## src/pkg/ssc_consts.svh

```systemverilog
// ssc_consts.svh: bit positions, codes and divide figures of the system-control word.
// Included by design files only; it defines nothing but macros.
`ifndef SSC_CONSTS_SVH
`define SSC_CONSTS_SVH
`define SSC_WORD_W 16
`define SSC_BIT_SPN_EN 0
`define SSC_BIT_START 1
`define SSC_BIT_SERIAL_COMMUTATE_SRC 2
`define SSC_BIT_UNIPOLAR 3
`define SSC_BIT_COMMUTATE 4
`define SSC_BIT_CUR_SRC 5
`define SSC_BIT_VCM_EN 6
`define SSC_BIT_BRAKE 7
`define SSC_BIT_GAIN 8
`define SSC_BIT_OPT_LSB 9
`define SSC_BIT_OPT_MSB 10
`define SSC_BIT_AWAKE 11
`define SSC_BIT_POLE 11
`define SSC_PT_LO 12
`define SSC_PT_HI 13
`define SSC_ID_LO 14
`define SSC_ID_HI 15
`define SSC_PORT_SPEED 2'h2
`define SSC_PORT_SYSCTL 2'h3
`define SSC_ID_SELECTED 2'h0
`define SSC_REFN_W 11
`define SSC_REF_LSB 0
`define SSC_REF_MSB 10
`define SSC_DIV_8POLE 5'h0C
`define SSC_DIV_12POLE 5'h12
`define SSC_TEST1_MULT 16
`define SSC_CTRL_RESET 16'h0000
`endif

```

## src/pkg/ssc_pkg.sv

```systemverilog
// ssc_pkg: types shared by the spindle system-control design.
// Assumes ssc_consts.svh is available on the include path.
package ssc_pkg;
  // auxiliary mux modes, start bit and two option bits
  typedef enum logic [7:0] {
    SSC_RUN0 = 8'h01,
    SSC_RUN1 = 8'h02,
    SSC_RUN2 = 8'h04,
    SSC_RUN3 = 8'h08,
    SSC_TEST0 = 8'h10,
    SSC_TEST1 = 8'h20,
    SSC_TEST2 = 8'h40,
    SSC_STARTM = 8'h80
  } ssc_mode_t;
  // hall state of the inverter, six legal steps
  typedef logic [2:0] ssc_step_t;
endpackage

```

## src/pkg/ssc_div_if.sv

```systemverilog
// ssc_div_if: carries a clock-enable pulse into a divider and its toggling output back.
// Assumes both ends run on ref_clk.
`timescale 1ns/1ps
interface ssc_div_if #(parameter int W = 16);
  logic tick;
  logic [W-1:0] ratio;
  logic div_out;
  modport src (output tick, output ratio, input div_out);
  modport div (input tick, input ratio, output div_out);
endinterface

```

## src/design/ssc_divider.sv

```systemverilog
// ssc_divider: divides a tick stream by a ratio, output is a square-ish wave.
// Assumes ticks are one-cycle pulses on ref_clk; ratio zero stops the output.
`timescale 1ns/1ps
module ssc_divider import ssc_pkg::*; #(
  parameter int W = 16
) (
  input wire logic ref_clk, // system clock
  input wire logic rst, // synchronous reset, high
  ssc_div_if.div dv // tick in, ratio in, divided wave out
);
  typedef struct packed {
    logic [W-1:0] cnt;
    logic out;
  } ssc_div_st_t;
  ssc_div_st_t st_reg;
  ssc_div_st_t st_next;
  // high for the first half of each ratio-long period
  always_comb
  begin
    st_next = st_reg;
    if (dv.ratio == '0)
    begin
      st_next.cnt = '0;
      st_next.out = 1'b0;
    end
    else if (dv.tick)
    begin
      if (st_reg.cnt >= dv.ratio - W'(1))
        st_next.cnt = '0;
      else
        st_next.cnt = st_reg.cnt + W'(1);
      st_next.out = (st_next.cnt < (dv.ratio >> 1)) || (dv.ratio == W'(1));
    end
  end
  always_ff @(posedge ref_clk)
  begin
    if (rst)
      st_reg <= '0;
    else
      st_reg <= st_next;
  end
  assign dv.div_out = st_reg.out;
endmodule

```

## src/design/ssc_sync.sv

```systemverilog
// ssc_sync: two-flip-flop synchroniser for asynchronous pin levels.
// Assumes the pin is a level; only the second stage is visible outside.
`timescale 1ns/1ps
module ssc_sync import ssc_pkg::*; #(
  parameter int W = 1
) (
  input wire logic ref_clk, // system clock
  input wire logic rst, // synchronous reset, high
  input wire logic [W-1:0] async_in, // pin levels
  output logic [W-1:0] sync_out // synchronised levels
);
  typedef struct packed {
    logic [W-1:0] s1;
    logic [W-1:0] s2;
  } ssc_sync_st_t;
  ssc_sync_st_t st_reg;
  ssc_sync_st_t st_next;
  // first stage feeds only the second
  always_comb
  begin
    st_next = st_reg;
    st_next.s1 = async_in;
    st_next.s2 = st_reg.s1;
  end
  always_ff @(posedge ref_clk)
  begin
    if (rst)
      st_reg <= '0;
    else
      st_reg <= st_next;
  end
  assign sync_out = st_reg.s2;
endmodule

```

## src/design/ssc_sysctl.sv

```systemverilog
// ssc_sysctl: system-control word decode, commutation stepping and auxiliary clock mux.
// Assumes word_load pulses one cycle on ref_clk with the whole shifted-in 16-bit word;
// hall, aux input, zero-cross and motor clock arrive asynchronously from pins.
// Contract
// - power enable low puts everything but monitor and serial register to sleep; centre_tap_drive still follows the unipolar bit.
// - gain select low gives sense gain one, high gives five.
// - brake turns high-side inverters on and low-side drivers off.
// - voice-coil enable low drives amplifier outputs low, bias stays on.
// - current mode high lets DAC drive spindle amplifiers, else charge pump.
// - in start mode each rising commutate bit advances inverter one step.
// - unipolar low drives bipolar; high pulls centre tap low, high-sides off.
// - source 0 commutates from halls; source 1 uses back-EMF, ignores halls.
// - back-EMF mode takes initial inverter state from halls; halls default low.
// - spindle enable 0 floats phases but keeps power; charge pump unaffected.
// - start 0: phase advance is zero-cross; feedback by option LSB.
// - start 0: aux output zero-cross for option MSB 0, once-around for 1.
// - start 1: phase advance is start clock; options pick aux and feedback.
// - start clock is aux input ORed with the commutate bit.
// - once-around divides feedback by 12 for 8 poles, 18 for 12.
// - test 0 reference is motor clock over N; test 1 over 16N.
// - start bit 1, options bits 9 and 10, commutate bit 4.
// - control bits change only on a complete word addressed to this port.
// - control word layout of enable, mode, source and power bits.
// - pole bit of speed port 0 is 8 poles, 1 is 12.
`timescale 1ns/1ps
`include "ssc_consts.svh"
module ssc_sysctl import ssc_pkg::*; #(
  parameter int REFN_W = `SSC_REFN_W
) (
  input wire logic ref_clk, // system clock, 250 MHz
  input wire logic rst, // synchronous reset, high
  input wire logic word_load, // one-cycle pulse, full word shifted in
  input wire logic [15:0] word_in, // shifted-in word incl. port and id
  input wire logic hall_in_u, // hall sensor u, async
  input wire logic hall_in_v, // hall sensor v, async
  input wire logic hall_in_w, // hall sensor w, async
  input wire logic aux_input_pin, // auxiliary input, async
  input wire logic zero_cross_clk, // back-emf zero crossing, async
  input wire logic motor_ref_clk, // speed reference clock, async
  output logic awake, // bias and logic enabled
  output logic emf_gain_sel, // sense gain five when high
  output logic high_side_on, // high-side inverters forced on
  output logic low_side_off, // low-side drivers forced off
  output logic voice_coil_out_en, // vcm amplifier drive enabled
  output logic voice_coil_bias, // vcm bias kept applied
  output logic dac_drives_spindle, // dac drives spindle amplifiers
  output logic charge_pump_path, // charge pump drives spindle amplifiers
  output logic centre_tap_drive, // centre tap drive level
  output logic high_side_en, // internal high-side drivers enabled
  output logic phase_out_en_n, // phase outputs driven when low
  output logic [2:0] inverter_step, // commutation state, 3-bit hall code or binary step 0 to 5
  output logic phase_advance_clk, // selected phase-advance clock
  output logic speed_fb_clk, // selected speed feedback clock
  output logic aux_output_pin // auxiliary output mux
);
  typedef struct packed {
    logic [15:0] ctrl;
    logic pole12;
    logic [REFN_W-1:0] refn;
    ssc_step_t step;
    logic step_init;
    logic sck_d;
    logic hall_src_d;
    logic [3:0] pre16;
    logic mclk_d;
    logic fb_d;
    logic pa;
    logic fb;
    logic aux;
  } ssc_st_t;
  ssc_st_t st_reg;
  ssc_st_t st_next;
  logic [2:0] hall_s;
  logic aux_s;
  logic zc_s;
  logic mclk_s;
  logic sck;
  logic hall_edge;
  logic once_around;
  logic ref_out;
  ssc_mode_t mode;
  ssc_step_t hall_step;
  ssc_div_if #(.W(5)) fspn_if ();
  ssc_div_if #(.W(REFN_W + 4)) fref_if ();

  // every pin is a level from outside, so two flops first
  ssc_sync #(.W(6)) u_sync (
    .ref_clk(ref_clk),
    .rst(rst),
    .async_in({hall_in_u, hall_in_v, hall_in_w, aux_input_pin, zero_cross_clk,
      motor_ref_clk}),
    .sync_out({hall_s, aux_s, zc_s, mclk_s})
  );

  // once-around divider on feedback clock rising edges
  assign fspn_if.tick = st_reg.fb & ~st_reg.fb_d;
  assign fspn_if.ratio = st_reg.pole12 ? `SSC_DIV_12POLE : `SSC_DIV_8POLE;
  ssc_divider #(.W(5)) u_fspn (
    .ref_clk(ref_clk),
    .rst(rst),
    .dv(fspn_if.div)
  );
  assign once_around = fspn_if.div_out;

  // reference divider: test 1 inserts a fixed divide by 16 ahead of N
  assign fref_if.tick = (mclk_s & ~st_reg.mclk_d) &
    ((mode != SSC_TEST1) || (st_reg.pre16 == 4'hF));
  assign fref_if.ratio = (REFN_W + 4)'(st_reg.refn);
  ssc_divider #(.W(REFN_W + 4)) u_fref (
    .ref_clk(ref_clk),
    .rst(rst),
    .dv(fref_if.div)
  );
  assign ref_out = fref_if.div_out;

  // start clock and mode decode from start and option bits
  assign sck = aux_s | st_reg.ctrl[`SSC_BIT_COMMUTATE];
  always_comb
  begin
    unique case ({st_reg.ctrl[`SSC_BIT_START], st_reg.ctrl[`SSC_BIT_OPT_MSB],
      st_reg.ctrl[`SSC_BIT_OPT_LSB]})
      3'h0: mode = SSC_RUN0;
      3'h1: mode = SSC_RUN1;
      3'h2: mode = SSC_RUN2;
      3'h3: mode = SSC_RUN3;
      3'h4: mode = SSC_TEST0;
      3'h5: mode = SSC_TEST1;
      3'h6: mode = SSC_TEST2;
      3'h7: mode = SSC_STARTM;
      default: mode = SSC_RUN0;
    endcase
  end

  // hall code as a step value; floating halls read zero after pull-down
  assign hall_step = hall_s;
  assign hall_edge = (st_reg.hall_src_d == 1'b0) && (hall_s != st_reg.step);

  // next-state: word load, dividers, stepping, multiplexers
  always_comb
  begin
    st_next = st_reg;
    st_next.mclk_d = mclk_s;
    st_next.fb_d = st_reg.fb;
    st_next.sck_d = sck;
    st_next.hall_src_d = st_reg.ctrl[`SSC_BIT_SERIAL_COMMUTATE_SRC];
    // only a whole word for this device and port moves the controls
    if (word_load && word_in[`SSC_ID_HI:`SSC_ID_LO] == `SSC_ID_SELECTED)
    begin
      if (word_in[`SSC_PT_HI:`SSC_PT_LO] == `SSC_PORT_SYSCTL)
        st_next.ctrl = word_in;
      else if (word_in[`SSC_PT_HI:`SSC_PT_LO] == `SSC_PORT_SPEED)
      begin
        st_next.pole12 = word_in[`SSC_BIT_POLE];
        st_next.refn = word_in[`SSC_REF_MSB:`SSC_REF_LSB];
      end
    end
    if (mclk_s & ~st_reg.mclk_d)
      st_next.pre16 = st_reg.pre16 + 4'h1;
    // asleep: stepping logic holds still, serial load above still works
    if (st_reg.ctrl[`SSC_BIT_AWAKE])
    begin
      // clear first, so a reload in the same cycle wins
      if (hall_edge)
        st_next.step_init = 1'b0;
      if (!st_reg.ctrl[`SSC_BIT_SERIAL_COMMUTATE_SRC])
        st_next.step = hall_step;
      else if (!st_reg.step_init)
      begin
        st_next.step = hall_step;
        st_next.step_init = 1'b1;
      end
      else if (mode == SSC_STARTM && sck && !st_reg.sck_d)
        st_next.step = (st_reg.step == 3'h5) ? 3'h0 : st_reg.step + 3'h1;
    end
    // multiplexers per the mode table
    unique case (mode)
      SSC_RUN0:
      begin
        st_next.pa = zc_s;
        st_next.fb = st_reg.step[0];
        st_next.aux = zc_s;
      end
      SSC_RUN1:
      begin
        st_next.pa = zc_s;
        st_next.fb = aux_s;
        st_next.aux = zc_s;
      end
      SSC_RUN2:
      begin
        st_next.pa = zc_s;
        st_next.fb = st_reg.step[0];
        st_next.aux = once_around;
      end
      SSC_RUN3:
      begin
        st_next.pa = zc_s;
        st_next.fb = aux_s;
        st_next.aux = once_around;
      end
      SSC_TEST0, SSC_TEST1:
      begin
        st_next.pa = sck;
        st_next.fb = aux_s;
        st_next.aux = ref_out;
      end
      SSC_TEST2:
      begin
        st_next.pa = sck;
        st_next.fb = aux_s;
        st_next.aux = once_around;
      end
      SSC_STARTM:
      begin
        st_next.pa = sck;
        st_next.fb = st_reg.step[0];
        st_next.aux = zc_s;
      end
    endcase
    if (!st_reg.ctrl[`SSC_BIT_AWAKE])
    begin
      st_next.pa = 1'b0;
      st_next.fb = 1'b0;
      st_next.aux = 1'b0;
    end
  end

  always_ff @(posedge ref_clk)
  begin
    if (rst)
    begin
      st_reg <= '0;
      st_reg.ctrl <= `SSC_CTRL_RESET;
    end
    else
      st_reg <= st_next;
  end

  // static controls decoded from the held word, all but centre_tap_drive gated by awake
  assign awake = st_reg.ctrl[`SSC_BIT_AWAKE];
  assign emf_gain_sel = awake & st_reg.ctrl[`SSC_BIT_GAIN];
  assign high_side_on = awake & st_reg.ctrl[`SSC_BIT_BRAKE];
  assign low_side_off = ~awake | st_reg.ctrl[`SSC_BIT_BRAKE];
  assign voice_coil_out_en = awake & st_reg.ctrl[`SSC_BIT_VCM_EN];
  assign voice_coil_bias = awake;
  assign dac_drives_spindle = awake & st_reg.ctrl[`SSC_BIT_CUR_SRC];
  assign charge_pump_path = awake & ~st_reg.ctrl[`SSC_BIT_CUR_SRC];
  assign centre_tap_drive = ~st_reg.ctrl[`SSC_BIT_UNIPOLAR];
  assign high_side_en = awake & ~st_reg.ctrl[`SSC_BIT_UNIPOLAR];
  assign phase_out_en_n = ~(awake & st_reg.ctrl[`SSC_BIT_SPN_EN]);
  assign inverter_step = st_reg.step;
  assign phase_advance_clk = st_reg.pa;
  assign speed_fb_clk = st_reg.fb;
  assign aux_output_pin = st_reg.aux;
endmodule

```

## config.mk

```make
export PLATFORM = sky130hd
export DESIGN_NAME = ssc_sysctl
export DESIGN_NICKNAME = d
export VERILOG_FILES = /design/src/pkg/ssc_pkg.sv /design/src/pkg/ssc_div_if.sv /design/src/design/ssc_divider.sv /design/src/design/ssc_sync.sv /design/src/design/ssc_sysctl.sv
export VERILOG_INCLUDE_DIRS = /design/src /design/src/pkg
export SDC_FILE = /design/constraint.sdc
export NUM_CORES = 1
export LEC_CHECK = 0
export ABC_AREA = 1
export BUFFER_PORTS_ARGS = -buffer_cell sky130_fd_sc_hd__buf_4
export CAP_MARGIN = 20
export CORE_AREA = 3 3 88 90
export CTS_CLUSTER_SIZE = 20
export DETAILED_ROUTE_END_ITERATION = 12
export DIE_AREA = 0 0 91 93
export PLACE_DENSITY_LB_ADDON = 0.3
export SLEW_MARGIN = 20
export SYNTH_ARGS = -nofsm -noshare
export SYNTH_HDL_FRONTEND = slang
export SYNTH_SLANG_ARGS = --single-unit
```

## constraint.sdc

```tcl
create_clock -name ref_clk -period 5.3 [get_ports ref_clk]
set_input_delay 0.265 -clock ref_clk [delete_from_list [all_inputs] [get_ports ref_clk]]
set_output_delay 0.265 -clock ref_clk [all_outputs]
set_load 0.005 [all_outputs]
```

### Word-level counts from Yosys, hierarchy flattened

Memories as Yosys holds them, arrays and structs flattened. A register that Yosys moved wholly into a read port is not among the register bits.
Index checks and enable logic that the tools add are counted.

| operators by class | value |
|---|---|
| bitwise operators | 20 |
| reductions and logical operators | 18 |
| mux-type cells | 17 |
| equal/unequal tests | 17 |
| order comparisons | 4 |
| add/subtract/negate cells | 6 |

Operator list:

| cell | number |
|---|---|
| $mux W15 | 3 |
| $pmux W3 S7 | 1 |
| $mux W5 | 4 |
| $mux W3 | 6 |
| $add A15 B1 Y15 const B | 1 |
| $ge A15 B15 Y1 | 1 |
| $logic_not A15 Y1 | 1 |
| $lt A15 B10 Y1 | 1 |
| $sub A11 B1 Y12 const B | 1 |
| $eq A11 B1 Y1 const B | 1 |
| $and A1 B1 Y1 | 10 |
| $eq A8 B1 Y1 const B | 1 |
| $eq A8 B2 Y1 const B | 1 |
| $eq A8 B3 Y1 const B | 1 |
| $eq A8 B4 Y1 const B | 1 |
| $eq A8 B5 Y1 const B | 1 |
| $eq A8 B6 Y1 const B | 1 |
| $eq A8 B7 Y1 const B | 1 |
| $eq A8 B8 Y1 const B | 1 |
| $ne A8 B6 Y1 const B | 1 |
| $not A1 Y1 | 8 |
| $reduce_or A2 Y1 | 4 |
| $add A5 B1 Y5 const B | 1 |
| $eq A5 B1 Y1 const B | 1 |
| other kinds (19) | 29 |

| word-level totals | value |
|---|---|
| register bits after elaboration | 73 |
| memories | 1 |
| output and inout port bits | 17 |
| bits in read-only memories | 64 |

Memory list:

| memory | words | bits a word | read ports | clocked after memory_dff | wr ports | line | text |
|---|---|---|---|---|---|---|---|
| (no name shown) | 8 | 8 | 1 | 1 | 0 | ssc_sysctl.sv:120 | `` unique case ({st_reg.ctrl[`SSC_BIT_START], st_reg.ctrl[`SSC_BIT_OPT_MSB], `` |

### Longest topological paths before layout

Gate-level depths: netlist (run 1).

| depth | value |
|---|---|
| depth after elaboration | 8 |
| depth in mapped cells | 26 |

### Cells and area by module

A second synthesis (run 1) with hierarchy kept.

| second synthesis, totals | value |
|---|---|
| cells, all modules | 744 |
| area total of the unflattened synthesis | 5018.6 µm² |

By module, submodules not included:

| module | area an instance (µm²) | sequential area each (µm²) | instances | cells an instance |
|---|---|---|---|---|
| ssc_sysctl | 2138.3 | 940.9 | 1 | 315 |
| ssc_divider (u_fref) | 1946.9 | 320.3 | 1 | 305 |
| ssc_divider (u_fspn) | 591.8 | 120.1 | 1 | 87 |
| ssc_sync | 341.6 | 240.2 | 1 | 37 |

### Least setup slack after synthesis (run 1)

OpenSTA, ideal clock, no wires.

| path | value |
|---|---|
| kind | register to register |
| start point | register st_reg (netlist bit fref_if.ratio[0]) |
| end point | register u_fref.st_reg (netlist bit u_fref.dv.div_out) |
| arrival | 3062 ps |
| data required time | 5234 ps |
| slack | 2172 ps |
| stages on the path, launching flop included | 25 |
| cells stage by stage | dfxtp_1 inv_1 ha_1 nand2_1 nor2_1 nand2_1 xor2_1 ha_1 nand2_1 nor2_1 nand2_1 o21ai_1 nor2_2 and2_4 buf_6 nand3_1 inv_1 ha_1 a21oi_1 nor2_1 a211oi_1 nand2_1 nand2_1 nand2_1 a21oi_2 |

| between the ends | value |
|---|---|
| cells in the longest elaborated chain, start to end | 7 |

RTL lines:

| element | line | text |
|---|---|---|
| start: declaration | ssc_sysctl.sv:71 | `ssc_st_t st_reg;` |
| start signal: assignment | ssc_sysctl.sv:236 | `st_reg <= st_next;` |
| $sub A11 B1 Y12 | ssc_divider.sv:28 | `if (st_reg.cnt >= dv.ratio - W'(1))` |
| $ge A15 B15 Y1 | ssc_divider.sv:28 |  |
| $mux W15 | ssc_divider.sv:28 |  |
| $mux W15 | ssc_divider.sv:26 | `else if (dv.tick)` |
| $mux W15 | ssc_divider.sv:21 | `if (dv.ratio == '0)` |
| $lt A15 B10 Y1 | ssc_divider.sv:32 | `st_next.out = (st_next.cnt < (dv.ratio >> 1)) \|\| (dv.ratio == W'(1));` |
| $logic_or A1 B1 Y1 | ssc_divider.sv:32 |  |
| end signal: assignment | ssc_divider.sv:40 | `st_reg <= st_next;` |
| end: declaration | ssc_divider.sv:15 | `ssc_div_st_t st_reg;` |

Several ways; a longest one is shown, not always the timed one. The select of a mux whose other input is x is not followed.
A chain may end at the register's enable or synchronous reset.

### Final worst setup path (run 1)

| path | value |
|---|---|
| start point | register st_reg (netlist bit fref_if.ratio[2]) |
| end point | register u_fref.st_reg (netlist bit u_fref.dv.div_out) |

The elaborated chain is that of the path after synthesis.

==> flow_summary.toml, run 1 <==
[final_layout]
drive_above_1_share = 0.119
fin_nets = 727
final_area_um2 = 5010
area_growth_pct = 12.4
layout_common_cells = "118 x nand2_1, 97 x inv_1, 83 x nor2_1"
post-route-util = 0.702
diodes = 0
largest_reg_flops = 20
final_common_cell = "nand2_1"

[worst_setup_path]
worstPathArrival_ns = 3.79
r2r_cells = 21
slowest_delay_ns = 0.35
r2r_slack_ns = 1.81
worst-setup-path-type = "reg -> reg"
crit_path_frequent_cell = "nand2_1"
timing.rr.end = "u_fref.dv.div_out$_SDFFE_PP0P_"
path_cells = "nor2_1, nand4_1, nor3_1, nand2_1, ha_1, nand2_1, inv_1, a21oi_1, o21ai_1, nor2_2, and2_4, nand3_1, inv_1, ha_1, a21oi_1, nor2_1, a211oi_1, nand2_1, nand2_1, nand2_1, a21oi_2"
path_max_fanout = 12
required_ns = 5.60
end_kind = "register"
cp_num_buf_inv = 2
r2r-start = "fref_if.ratio[2]$_SDFFE_PP0P_"
worstSetupStartpointType = "register"
critical_path.slowest_cell = "dfxtp_1"
path_delay_family = "simple AND/OR/NAND/NOR gates"

[route]
drc = 0
ant_nets = 0
wire_per_inst_um = 13.4
drt_first_iter_violations = 206
post_drt_via_cell_ratio = 5.32
via_count = 4101
routed_wirelength_mm = 10.3
first_pass_iters = 7

[sta]
period_share = 0.658
max_freq_mhz = 287
skew_ns = 0.0145
period_minus_slack_ns = 3.49
maxSlewViolCount = 0
hold_viol = 0
setup_violations = 0
rsz0062_at_grt = "false"
setup-tns-final_ns = 0
relSlewSlack = 0.424
worst_pin_slew_ns = 0.863

[run]
maxCapViolations = 0

[logic_synthesis]
synth_cell_types = 39
syn-num-nets = 695
synth_edf_count = 0
synth_async_sr_flop_share = 0
synth_flop_cell = "dfxtp_1"
yosys_warnings = 0
syn_inst = 635
synth.yosys.seq_area_share = 0.364
synth_area_um2 = 4450
ys_ff_latch = 81
avgSynthCellArea_um2 = 7.01

[die]
start_util = 0.624
die-area_um2 = 8460
die_x_um = 91
die_h_um = 93
core_um2 = 7140
row_count = 31
ios = 42

[power]
powerDensity_nw_per_um2 = 246
vdd_ir_drop_max_mv = 0.175
cellLeakagePower_nw = 2.43

[clock_network]
clock-sinks = 81
cts_max_path_buffers = 2
cts-root-buf = "clkbuf_8"
clk_latency_ns = 0.36
tritoncts = "yes"
cts_buffers = 9
cts_max_level = 3
cts_setup_buffers = 0
cts-resized-gates = 0
clkSlewWorstSetupHoldPaths_ns = 0.09
ctsHoldBuffers = 0

[min_path]
holdPathEnd = "u_sync.st_next[5]$_SDFF_PP0_"
min_path_type = "in -> reg"
hold_path_depth = 3
min_from = "hall_in_u"

[global_route]
grtUsageTotal = 0.256
antenna_found_initial = 0
grt_pass1_wl_mm = 17.7
grt_start_max_net_pins = 34
overflow = 0
first_global_vias = 3932

[placement]
io_buffers = 41
dp_hpwl_mm = 7.85
place_congestion = 0.888
placed_cell_area_um2 = 4790

[status]
status = "finished clean"
routing by layer:
| layer | up-vias | GRT usage | routed length (um) |
|---|---|---|---|
| met5 | - | 0 | 0 |
| met4 | 0 | 0.0829 | 181 |
| met3 | 18 | 0.0402 | 441 |
| met2 | 95 | 0.470 | 5270 |
| met1 | 1880 | 0.305 | 4440 |
| li1 | 2108 | - | - |
how the worst max path moves through the flow:
stage	start	endpoint	slack (ns)	cells after the start
finish	fref_if.ratio[2]$_SDFFE_PP0P_	u_fref.dv.div_out$_SDFFE_PP0P_	1.81	21
global route	fref_if.ratio[0]$_SDFFE_PP0P_	u_fref.dv.div_out$_SDFFE_PP0P_	1.40	23
CTS	fref_if.ratio[2]$_SDFFE_PP0P_	u_fref.dv.div_out$_SDFFE_PP0P_	1.83	21
detailed placement	fref_if.ratio[0]$_SDFFE_PP0P_	u_fref.dv.div_out$_SDFFE_PP0P_	1.91	23
global placement	fref_if.ratio[0]$_SDFFE_PP0P_	u_fref.dv.div_out$_SDFFE_PP0P_	2.07	23
floorplan	fref_if.ratio[0]$_SDFFE_PP0P_	u_fref.dv.div_out$_SDFFE_PP0P_	2.17	24
worst register-to-register path, cell delays in order, from the launching register on:
cell and delay [ns]:
dfxtp_1 0.35, nor2_1 0.15, nand4_1 0.16, nor3_1 0.28, nand2_1 0.21, ha_1 0.35
nand2_1 0.10, inv_1 0.05, a21oi_1 0.14, o21ai_1 0.09, nor2_2 0.15, and2_4 0.26
nand3_1 0.11, inv_1 0.07, ha_1 0.23, a21oi_1 0.14, nor2_1 0.05, a211oi_1 0.19
nand2_1 0.10, nand2_1 0.08, nand2_1 0.06, a21oi_2 0.11
per-stage QoR:
step	power [mW]	setup slack, ns	hold slack, ns	instances
2_1_floorplan	0.724	2.17	0.372	635
3_3_place_gp	0.760	2.07	0.395	755
3_5_place_dp	0.766	1.91	0.394	755
4_1_cts	1.23	1.83	0.0986	771
5_1_grt	1.28	1.40	0.107	771
6_report	1.23	1.81	0.100	771
Yosys cell counts (2+ instances only):
library cell	count	area (um2)
a211oi_1	2	15.0
a21oi_1	59	295
a21oi_2	4	35.0
a32oi_1	2	17.5
buf_4	4	30.0
clkbuf_1	15	56.3
dfxtp_1	81	1620
ha_1	35	438
inv_1	97	364
inv_2	2	7.51
nand2_1	118	443
nand2_2	2	12.5
nand3_1	22	110
nand4_1	12	75.1
nor2_1	83	312
nor2_2	4	25.0
nor3_1	7	35.0
o211ai_1	2	15.0
o21ai_0	44	220
o21ai_1	5	25.0
or2_2	3	18.8
xnor2_1	4	35.0
xor2_1	12	105
power breakdown:
part           total [mW]  internal (mW)  switching (mW)  leakage, nW
logic               0.121         0.0479          0.0733         1.67
registers           0.632          0.621          0.0109        0.657
clock network       0.477          0.235           0.242       0.0999
kinds of logic after synthesis:
family	count (synthesis)	share of synthesized area
AO/OA/AOI/OAI	126	0.156
buffers and inverters	119	0.105
XOR/XNOR	16	0.0315
adder cells (fa/ha/maj)	35	0.0983
AND/OR/NAND/NOR	258	0.245
flip-flops	81	0.364
area by class of cell:
cell class	count	area, um2
Tap cell	99	124
Timing Repair Buffer	41	308
Multi-Input combinational cell	435	2370
Clock buffer	10	138
Fill cell	635	2130
Clock inverter	6	71.3
Inverter	99	372
Sequential cell	81	1620
Note: power is estimated with default switching activity, not from simulation.
==> inputs of run 2 (changes only) <==
--- a/config.mk
+++ b/config.mk
@@ -6,13 +6,13 @@
 export SDC_FILE = /design/constraint.sdc
 export NUM_CORES = 1
 export LEC_CHECK = 0
-export ABC_AREA = 1
+export ABC_AREA = 0
 export BUFFER_PORTS_ARGS = -buffer_cell sky130_fd_sc_hd__buf_4
 export CAP_MARGIN = 20
-export CORE_AREA = 3 3 88 90
+export CORE_AREA = 3 3 92 94
 export CTS_CLUSTER_SIZE = 20
 export DETAILED_ROUTE_END_ITERATION = 12
-export DIE_AREA = 0 0 91 93
+export DIE_AREA = 0 0 95 97
 export PLACE_DENSITY_LB_ADDON = 0.3
 export SLEW_MARGIN = 20
 export SYNTH_ARGS = -nofsm -noshare
==> constraint.sdc (replaced) <==
create_clock -name ref_clk -period 3.25 [get_ports ref_clk]
set_input_delay 0.1625 -clock ref_clk [delete_from_list [all_inputs] [get_ports ref_clk]]
set_output_delay 0.1625 -clock ref_clk [all_outputs]
set_load 0.005 [all_outputs]
==> run 2 against run 1 <==
Against the previous run: the run now ends with negative setup slack left; sequential cell count did not move; sequential share of layout area fell by 2.2 points; utilization fell by 0.60 points; wire length rose by 0.30%; first-iteration DRC count did not move; clock skew fell by 0.00086 ns; synthesized cell count fell by 16%; combinational power rose by 23%; non-clock buffer count rose by 24; largest cell class unchanged.
==> flow_summary.toml, run 2 <==
[status]
status = "complete, but fails checks"
violations = "negative setup slack"

[final_layout]
final_area_um2 = 5380
fill_cells = 599
area_growth_pct = 17.0
diodes = 0
drive_above_1_share = 0.202
final_common_cell = "dfxtp_1"
layout_common_cells = "80 x dfxtp_1, 65 x buf_4, 64 x nor2_1"
largest_reg_flops = 20
fin_nets = 645

[sta]
whs_ns = 0.0151
hold_viol = 0
rsz0062_at_grt = "true"
skew_ns = 0.0136
maxSlewViolCount = 0
relSlewSlack = 0.586
max_freq_mhz = 276
fin_ws_ns = -0.374
setup_violations = 1
worst_pin_slew_ns = 0.621
period_share = 1.12
period_minus_slack_ns = 3.62

[global_route]
antenna_found_initial = 0
grtUsageTotal = 0.234
first_global_vias = 3907
overflow = 0
grt_start_max_net_pins = 64
grt_pass1_wl_mm = 17.6

[run]
maxCapViolations = 0

[route]
post_drt_via_cell_ratio = 5.87
routed-wl-met2_mm = 4.81
wire_per_inst_um = 15.0
first_pass_iters = 4
via_count = 4060
wl_met3_um = 588
wl_met1_mm = 4.69
routed_wirelength_mm = 10.4
drc = 0
top_layer = "met4"
ant_nets = 0
drt_first_iter_violations = 206

[placement]
place_congestion = 0.881
io_buffers = 41
dp_hpwl_mm = 7.54
place_ws_ns = -0.377
placed_cell_area_um2 = 5120

[worst_setup_path]
path_max_fanout = 10
required_ns = 3.55
worstPathArrival_ns = 3.92
worst-setup-path-type = "reg -> reg"
r2r_slack_ns = -0.37
end_kind = "register"
worstSetupStartpointType = "register"

[logic_synthesis]
syn_inst = 533
synth_area_um2 = 4590
ys_ff_latch = 81
synth_cell_types = 61
synth_top_area_frac = 0.353
syn-num-nets = 593
synth.yosys.seq_area_share = 0.353
avgSynthCellArea_um2 = 8.62
synth_top_cells_by_area = "dfxtp_1 35%, ha_1 9.5%, mux2i_1 6.5%"
synth_edf_count = 0
yosys-top-cells-count = "81 x dfxtp_1, 67 x nor2_1, 35 x ha_1, 31 x nand2_1, 30 x mux2i_1"
synth_top_area_cell = "dfxtp_1"
yosysMostFrequentCell = "dfxtp_1"
synth_async_sr_flop_share = 0
yosys_warnings = 0
synth_flop_cell = "dfxtp_1"

[power]
fin_total_pwr_mw = 1.94
powerDensity_nw_per_um2 = 362
cellLeakagePower_nw = 2.35
vdd_ir_drop_max_mv = 0.272

[clock_network]
clock-sinks = 81
cts_buffers = 9
cts_max_level = 3
clkSlewWorstSetupHoldPaths_ns = 0.09
cts_max_path_buffers = 2
clk_latency_ns = 0.36
cts-root-buf = "clkbuf_8"
tritoncts = "yes"
ctsHoldBuffers = 0

[die]
ios = 42
die_h_um = 97
die_x_um = 95
die-area_um2 = 9220
core_um2 = 7730
row_count = 32
start_util = 0.595

[min_path]
min_path_type = "in -> reg"
run 2: cell count changes in the layout (fill, tap and decap cells not counted), moves of 19 or more:
cell,delta
o21ai_0,-30
buf_4,+24
inv_1,-72
mux2i_1,+30
a21oi_1,-37
nor2_1,-19
nand2_1,-88
nor2b_1,+21
run 2: what timing repair did:
action / in CTS / in global routing
resized for setup: 4 / 4
pin swaps: 5 / 1
endpoints found under the setup margin: 1 / 13
setup buffers: 1 / 0
hold endpoints to repair: 0 / 0
run 2: kinds of logic (layout without fill, tap and decap cells):
kind of cell    count (synthesis)  after routing  share of synthesized area
compound gates                 86             86                      0.131
xor+xnor                       29             29                     0.0553
buf+inv                        49            106                     0.0531
mux                            30             30                     0.0654
fa+ha+maj                      35             35                     0.0953
flops                          81             81                      0.353
simple gates                  223            223                      0.247
run 2: per-layer routing:
metal | vias up | track usage
li1 | 1991 | -
met1 | 1932 | 0.311
met2 | 111 | 0.365
met3 | 26 | 0.0482
met5 | - | 0
met4 | 0 | 0.0988
run 2: path summary, 6_finish.rpt:
kind	end	from	cells past startpoint
setup / recovery	u_fref.dv.div_out$_SDFFE_PP0P_	fref_if.ratio[5]$_SDFFE_PP0P_	17
setup reg to reg	u_fref.dv.div_out$_SDFFE_PP0P_	fref_if.ratio[5]$_SDFFE_PP0P_	17
hold reg to reg	u_sync.sync_out[2]$_SDFF_PP0_	u_sync.st_next[2]$_SDFF_PP0_	1
hold / removal	u_sync.st_next[1]$_SDFF_PP0_	zero_cross_clk	2
run 2: area by class of cell:
| type | count | area (um2) | share of cell area |
|---|---|---|---|
| clock inverters | 6 | 76.3 | 0.0142 |
| flip-flops and latches | 81 | 1620 | 0.302 |
| clock buffers | 10 | 138 | 0.0256 |
| inverters | 25 | 93.8 | 0.0175 |
| well taps | 102 | 128 | 0.0237 |
| repair buffers | 65 | 488 | 0.0908 |
| multi-input cells | 403 | 2830 | 0.526 |
run 2: worst max-delay path, stage by stage (launching register included):
cell and delay, ns:
dfxtp_1 0.32, or4_4 0.55, nor3_4 0.21, nand2_2 0.10
xnor2_1 0.14, ha_1 0.31, a21o_1 0.16, a21o_1 0.16
a21oi_2 0.17, nor2_4 0.06, or2_4 0.30, nor2_2 0.12
ha_1 0.25, a21oi_2 0.13, o21ai_1 0.10, o21ai_1 0.18
o2111ai_1 0.15, a21oi_1 0.15
run 2: metrics by stage:
step | setup TNS, ns | instances | utilization
finish | -0.374 | 692 | 0.696
global route | -0.899 | 692 | 0.696
CTS | -0.301 | 692 | 0.694
detailed placement | -0.377 | 675 | 0.662
global placement | -0.239 | 675 | 0.662
floorplan | -0.363 | 533 | -
run 2: report_power, final:
group	switching (mW)	internal, mW
combinational	0.0774	0.0714
clock	0.395	0.386
sequential	0.00898	1.01
total	0.482	1.46
==> inputs of run 3 (changes only) <==
--- a/config.mk
+++ b/config.mk
@@ -13,6 +13,7 @@
 export CTS_CLUSTER_SIZE = 20
 export DETAILED_ROUTE_END_ITERATION = 12
 export DIE_AREA = 0 0 95 97
+export MAX_ROUTING_LAYER = met4
 export PLACE_DENSITY_LB_ADDON = 0.3
 export SLEW_MARGIN = 20
 export SYNTH_ARGS = -nofsm -noshare
==> run 3 against run 2 <==
Against the previous run: the flow still finishes with violations (negative setup slack); design area unchanged; count of clock-buffer cells in the layout is the same; critical path depth did not move; die area is the same; register-to-register slack about the same; combinational power about the same; global-route usage increased by 0.63 points; clock power shrank 0.6%; first-iteration DRC count up 6.8%.
==> flow_summary.toml, run 3 (synthesis results as in run 2) <==
[final_layout]
drive_above_1_share = 0.202
fin_nets = 645
final_area_um2 = 5380
final_common_cell = "dfxtp_1"
diodes = 0
layout_common_cells = "80 x dfxtp_1, 65 x buf_4, 64 x nor2_1"
area_growth_pct = 17.0
post-route-util = 0.696
largest_reg_flops = 20

[sta]
skew_ns = 0.0124
period_share = 1.11
whs_ns = 0.0221
setup_violations = 1
hold_viol = 0
fin_ws_ns = -0.371
rsz0062_at_grt = "true"
max_freq_mhz = 276
relSlewSlack = 0.585
setup-tns-final_ns = -0.371
maxSlewViolCount = 0
worst_pin_slew_ns = 0.623
period_minus_slack_ns = 3.62

[global_route]
grt_start_max_net_pins = 64
grtUsageTotal = 0.240
grt_pass1_wl_mm = 17.6
antenna_found_initial = 0
first_global_vias = 3907
overflow = 0

[route]
routed_wirelength_mm = 10.4
drt_first_iter_violations = 220
wire_per_inst_um = 15.0
top_layer = "met4"
via_count = 4070
routed-wl-met2_mm = 4.78
post_drt_via_cell_ratio = 5.88
drc = 0
first_pass_iters = 5
ant_nets = 0
wl_met1_mm = 4.75
wl_met3_um = 566

[placement]
placed_cell_area_um2 = 5120
dp_hpwl_mm = 7.54
io_buffers = 41
place_congestion = 0.896

[worst_setup_path]
path_cells = "or4_4, nor3_4, nand2_2, xnor2_1, ha_1, a21o_1, a21o_1, a21oi_2, nor2_4, or2_4, nor2_2, ha_1, a21oi_2, o21ai_1, o21ai_1, o2111ai_1, a21oi_1"
worstSetupStartpointType = "register"
cp_num_buf_inv = 0
r2r_cells = 17
path_delay_family = "simple AND/OR/NAND/NOR gates"
worst-setup-path-type = "reg -> reg"
slowest_delay_ns = 0.55
path_max_fanout = 10
end_kind = "register"
required_ns = 3.54
critical_path.slowest_cell = "or4_4"
cp_num_cells = 17
worstPathArrival_ns = 3.91

[min_path]
hold_path_depth = 2
min_path_type = "in -> reg"

[die]
ios = 42
die_h_um = 97
row_count = 32
die-area_um2 = 9220
core_um2 = 7730
die_x_um = 95
start_util = 0.595

[clock_network]
clkSlewWorstSetupHoldPaths_ns = 0.09
cts_buffers = 9
clock-sinks = 81
cts-root-buf = "clkbuf_8"
cts_max_path_buffers = 2
tritoncts = "yes"
clk_latency_ns = 0.35
cts_max_level = 3

[power]
powerDensity_nw_per_um2 = 361
cellLeakagePower_nw = 2.35
vdd_ir_drop_max_mv = 0.273

[run]
maxCapViolations = 0

[status]
status = "complete, but fails checks"
violations = "negative setup slack"
run 3: cell counts in the layout (fill, tap and decap cells not counted):
Identical to the previous run, type by type.
run 3: per-stage QoR:
stage               power (mW)  setup WS, ns  std cells
finish                    1.94        -0.371        692
global route              2.01        -0.568        692
CTS                       1.95        -0.301        692
detailed placement        1.18        -0.377        675
global placement          1.18        -0.239        675
floorplan                 1.13        -0.363        533
run 3: power breakdown:
| group | total [mW] | internal, mW | switching, mW |
|---|---|---|---|
| Sequential | 1.01 | 1.01 | 0.00893 |
| Combinational | 0.149 | 0.0714 | 0.0777 |
| Clock | 0.777 | 0.387 | 0.390 |
run 3: timing repair:
item | CTS | global route
setup endpoints to repair | 1 | 13
pin swaps | 5 | 1
buffers inserted | 1 | 0
resized for setup | 4 | 4
hold buffers | 0 | 0
run 3: worst register-to-register path: stages, from the launching register on:
cell and delay (ns):
dfxtp_1 0.32, or4_4 0.55, nor3_4 0.21, nand2_2 0.10, xnor2_1 0.14, ha_1 0.31
a21o_1 0.16, a21o_1 0.16, a21oi_2 0.17, nor2_4 0.06, or2_4 0.30, nor2_2 0.13
ha_1 0.25, a21oi_2 0.13, o21ai_1 0.10, o21ai_1 0.18, o2111ai_1 0.15, a21oi_1 0.15
run 3: final cells by class:
cell class,instances,area [um2]
Inverter,25,93.8
Clock buffer,10,138
Timing Repair Buffer,65,488
Fill cell,599,2350
Clock inverter,6,76.3
Sequential cell,81,1620
Tap cell,102,128
Multi-Input combinational cell,403,2830
run 3: per-layer routing:
| layer | vias to the layer above | track usage |
|---|---|---|
| met5 | - | - |
| met2 | 112 | 0.366 |
| met4 | 0 | 0.0988 |
| li1 | 1993 | - |
| met1 | 1935 | 0.312 |
| met3 | 30 | 0.0443 |
run 3: final timing paths:
check | startpoint | endpoint | slack (ns)
setup / recovery | fref_if.ratio[5]$_SDFFE_PP0P_ | u_fref.dv.div_out$_SDFFE_PP0P_ | -0.37
hold / removal | zero_cross_clk | u_sync.st_next[1]$_SDFF_PP0_ | 0.02
setup reg to reg | fref_if.ratio[5]$_SDFFE_PP0P_ | u_fref.dv.div_out$_SDFFE_PP0P_ | -0.37
hold reg to reg | u_sync.st_next[1]$_SDFF_PP0_ | u_sync.sync_out[1]$_SDFF_PP0_ | 0.45
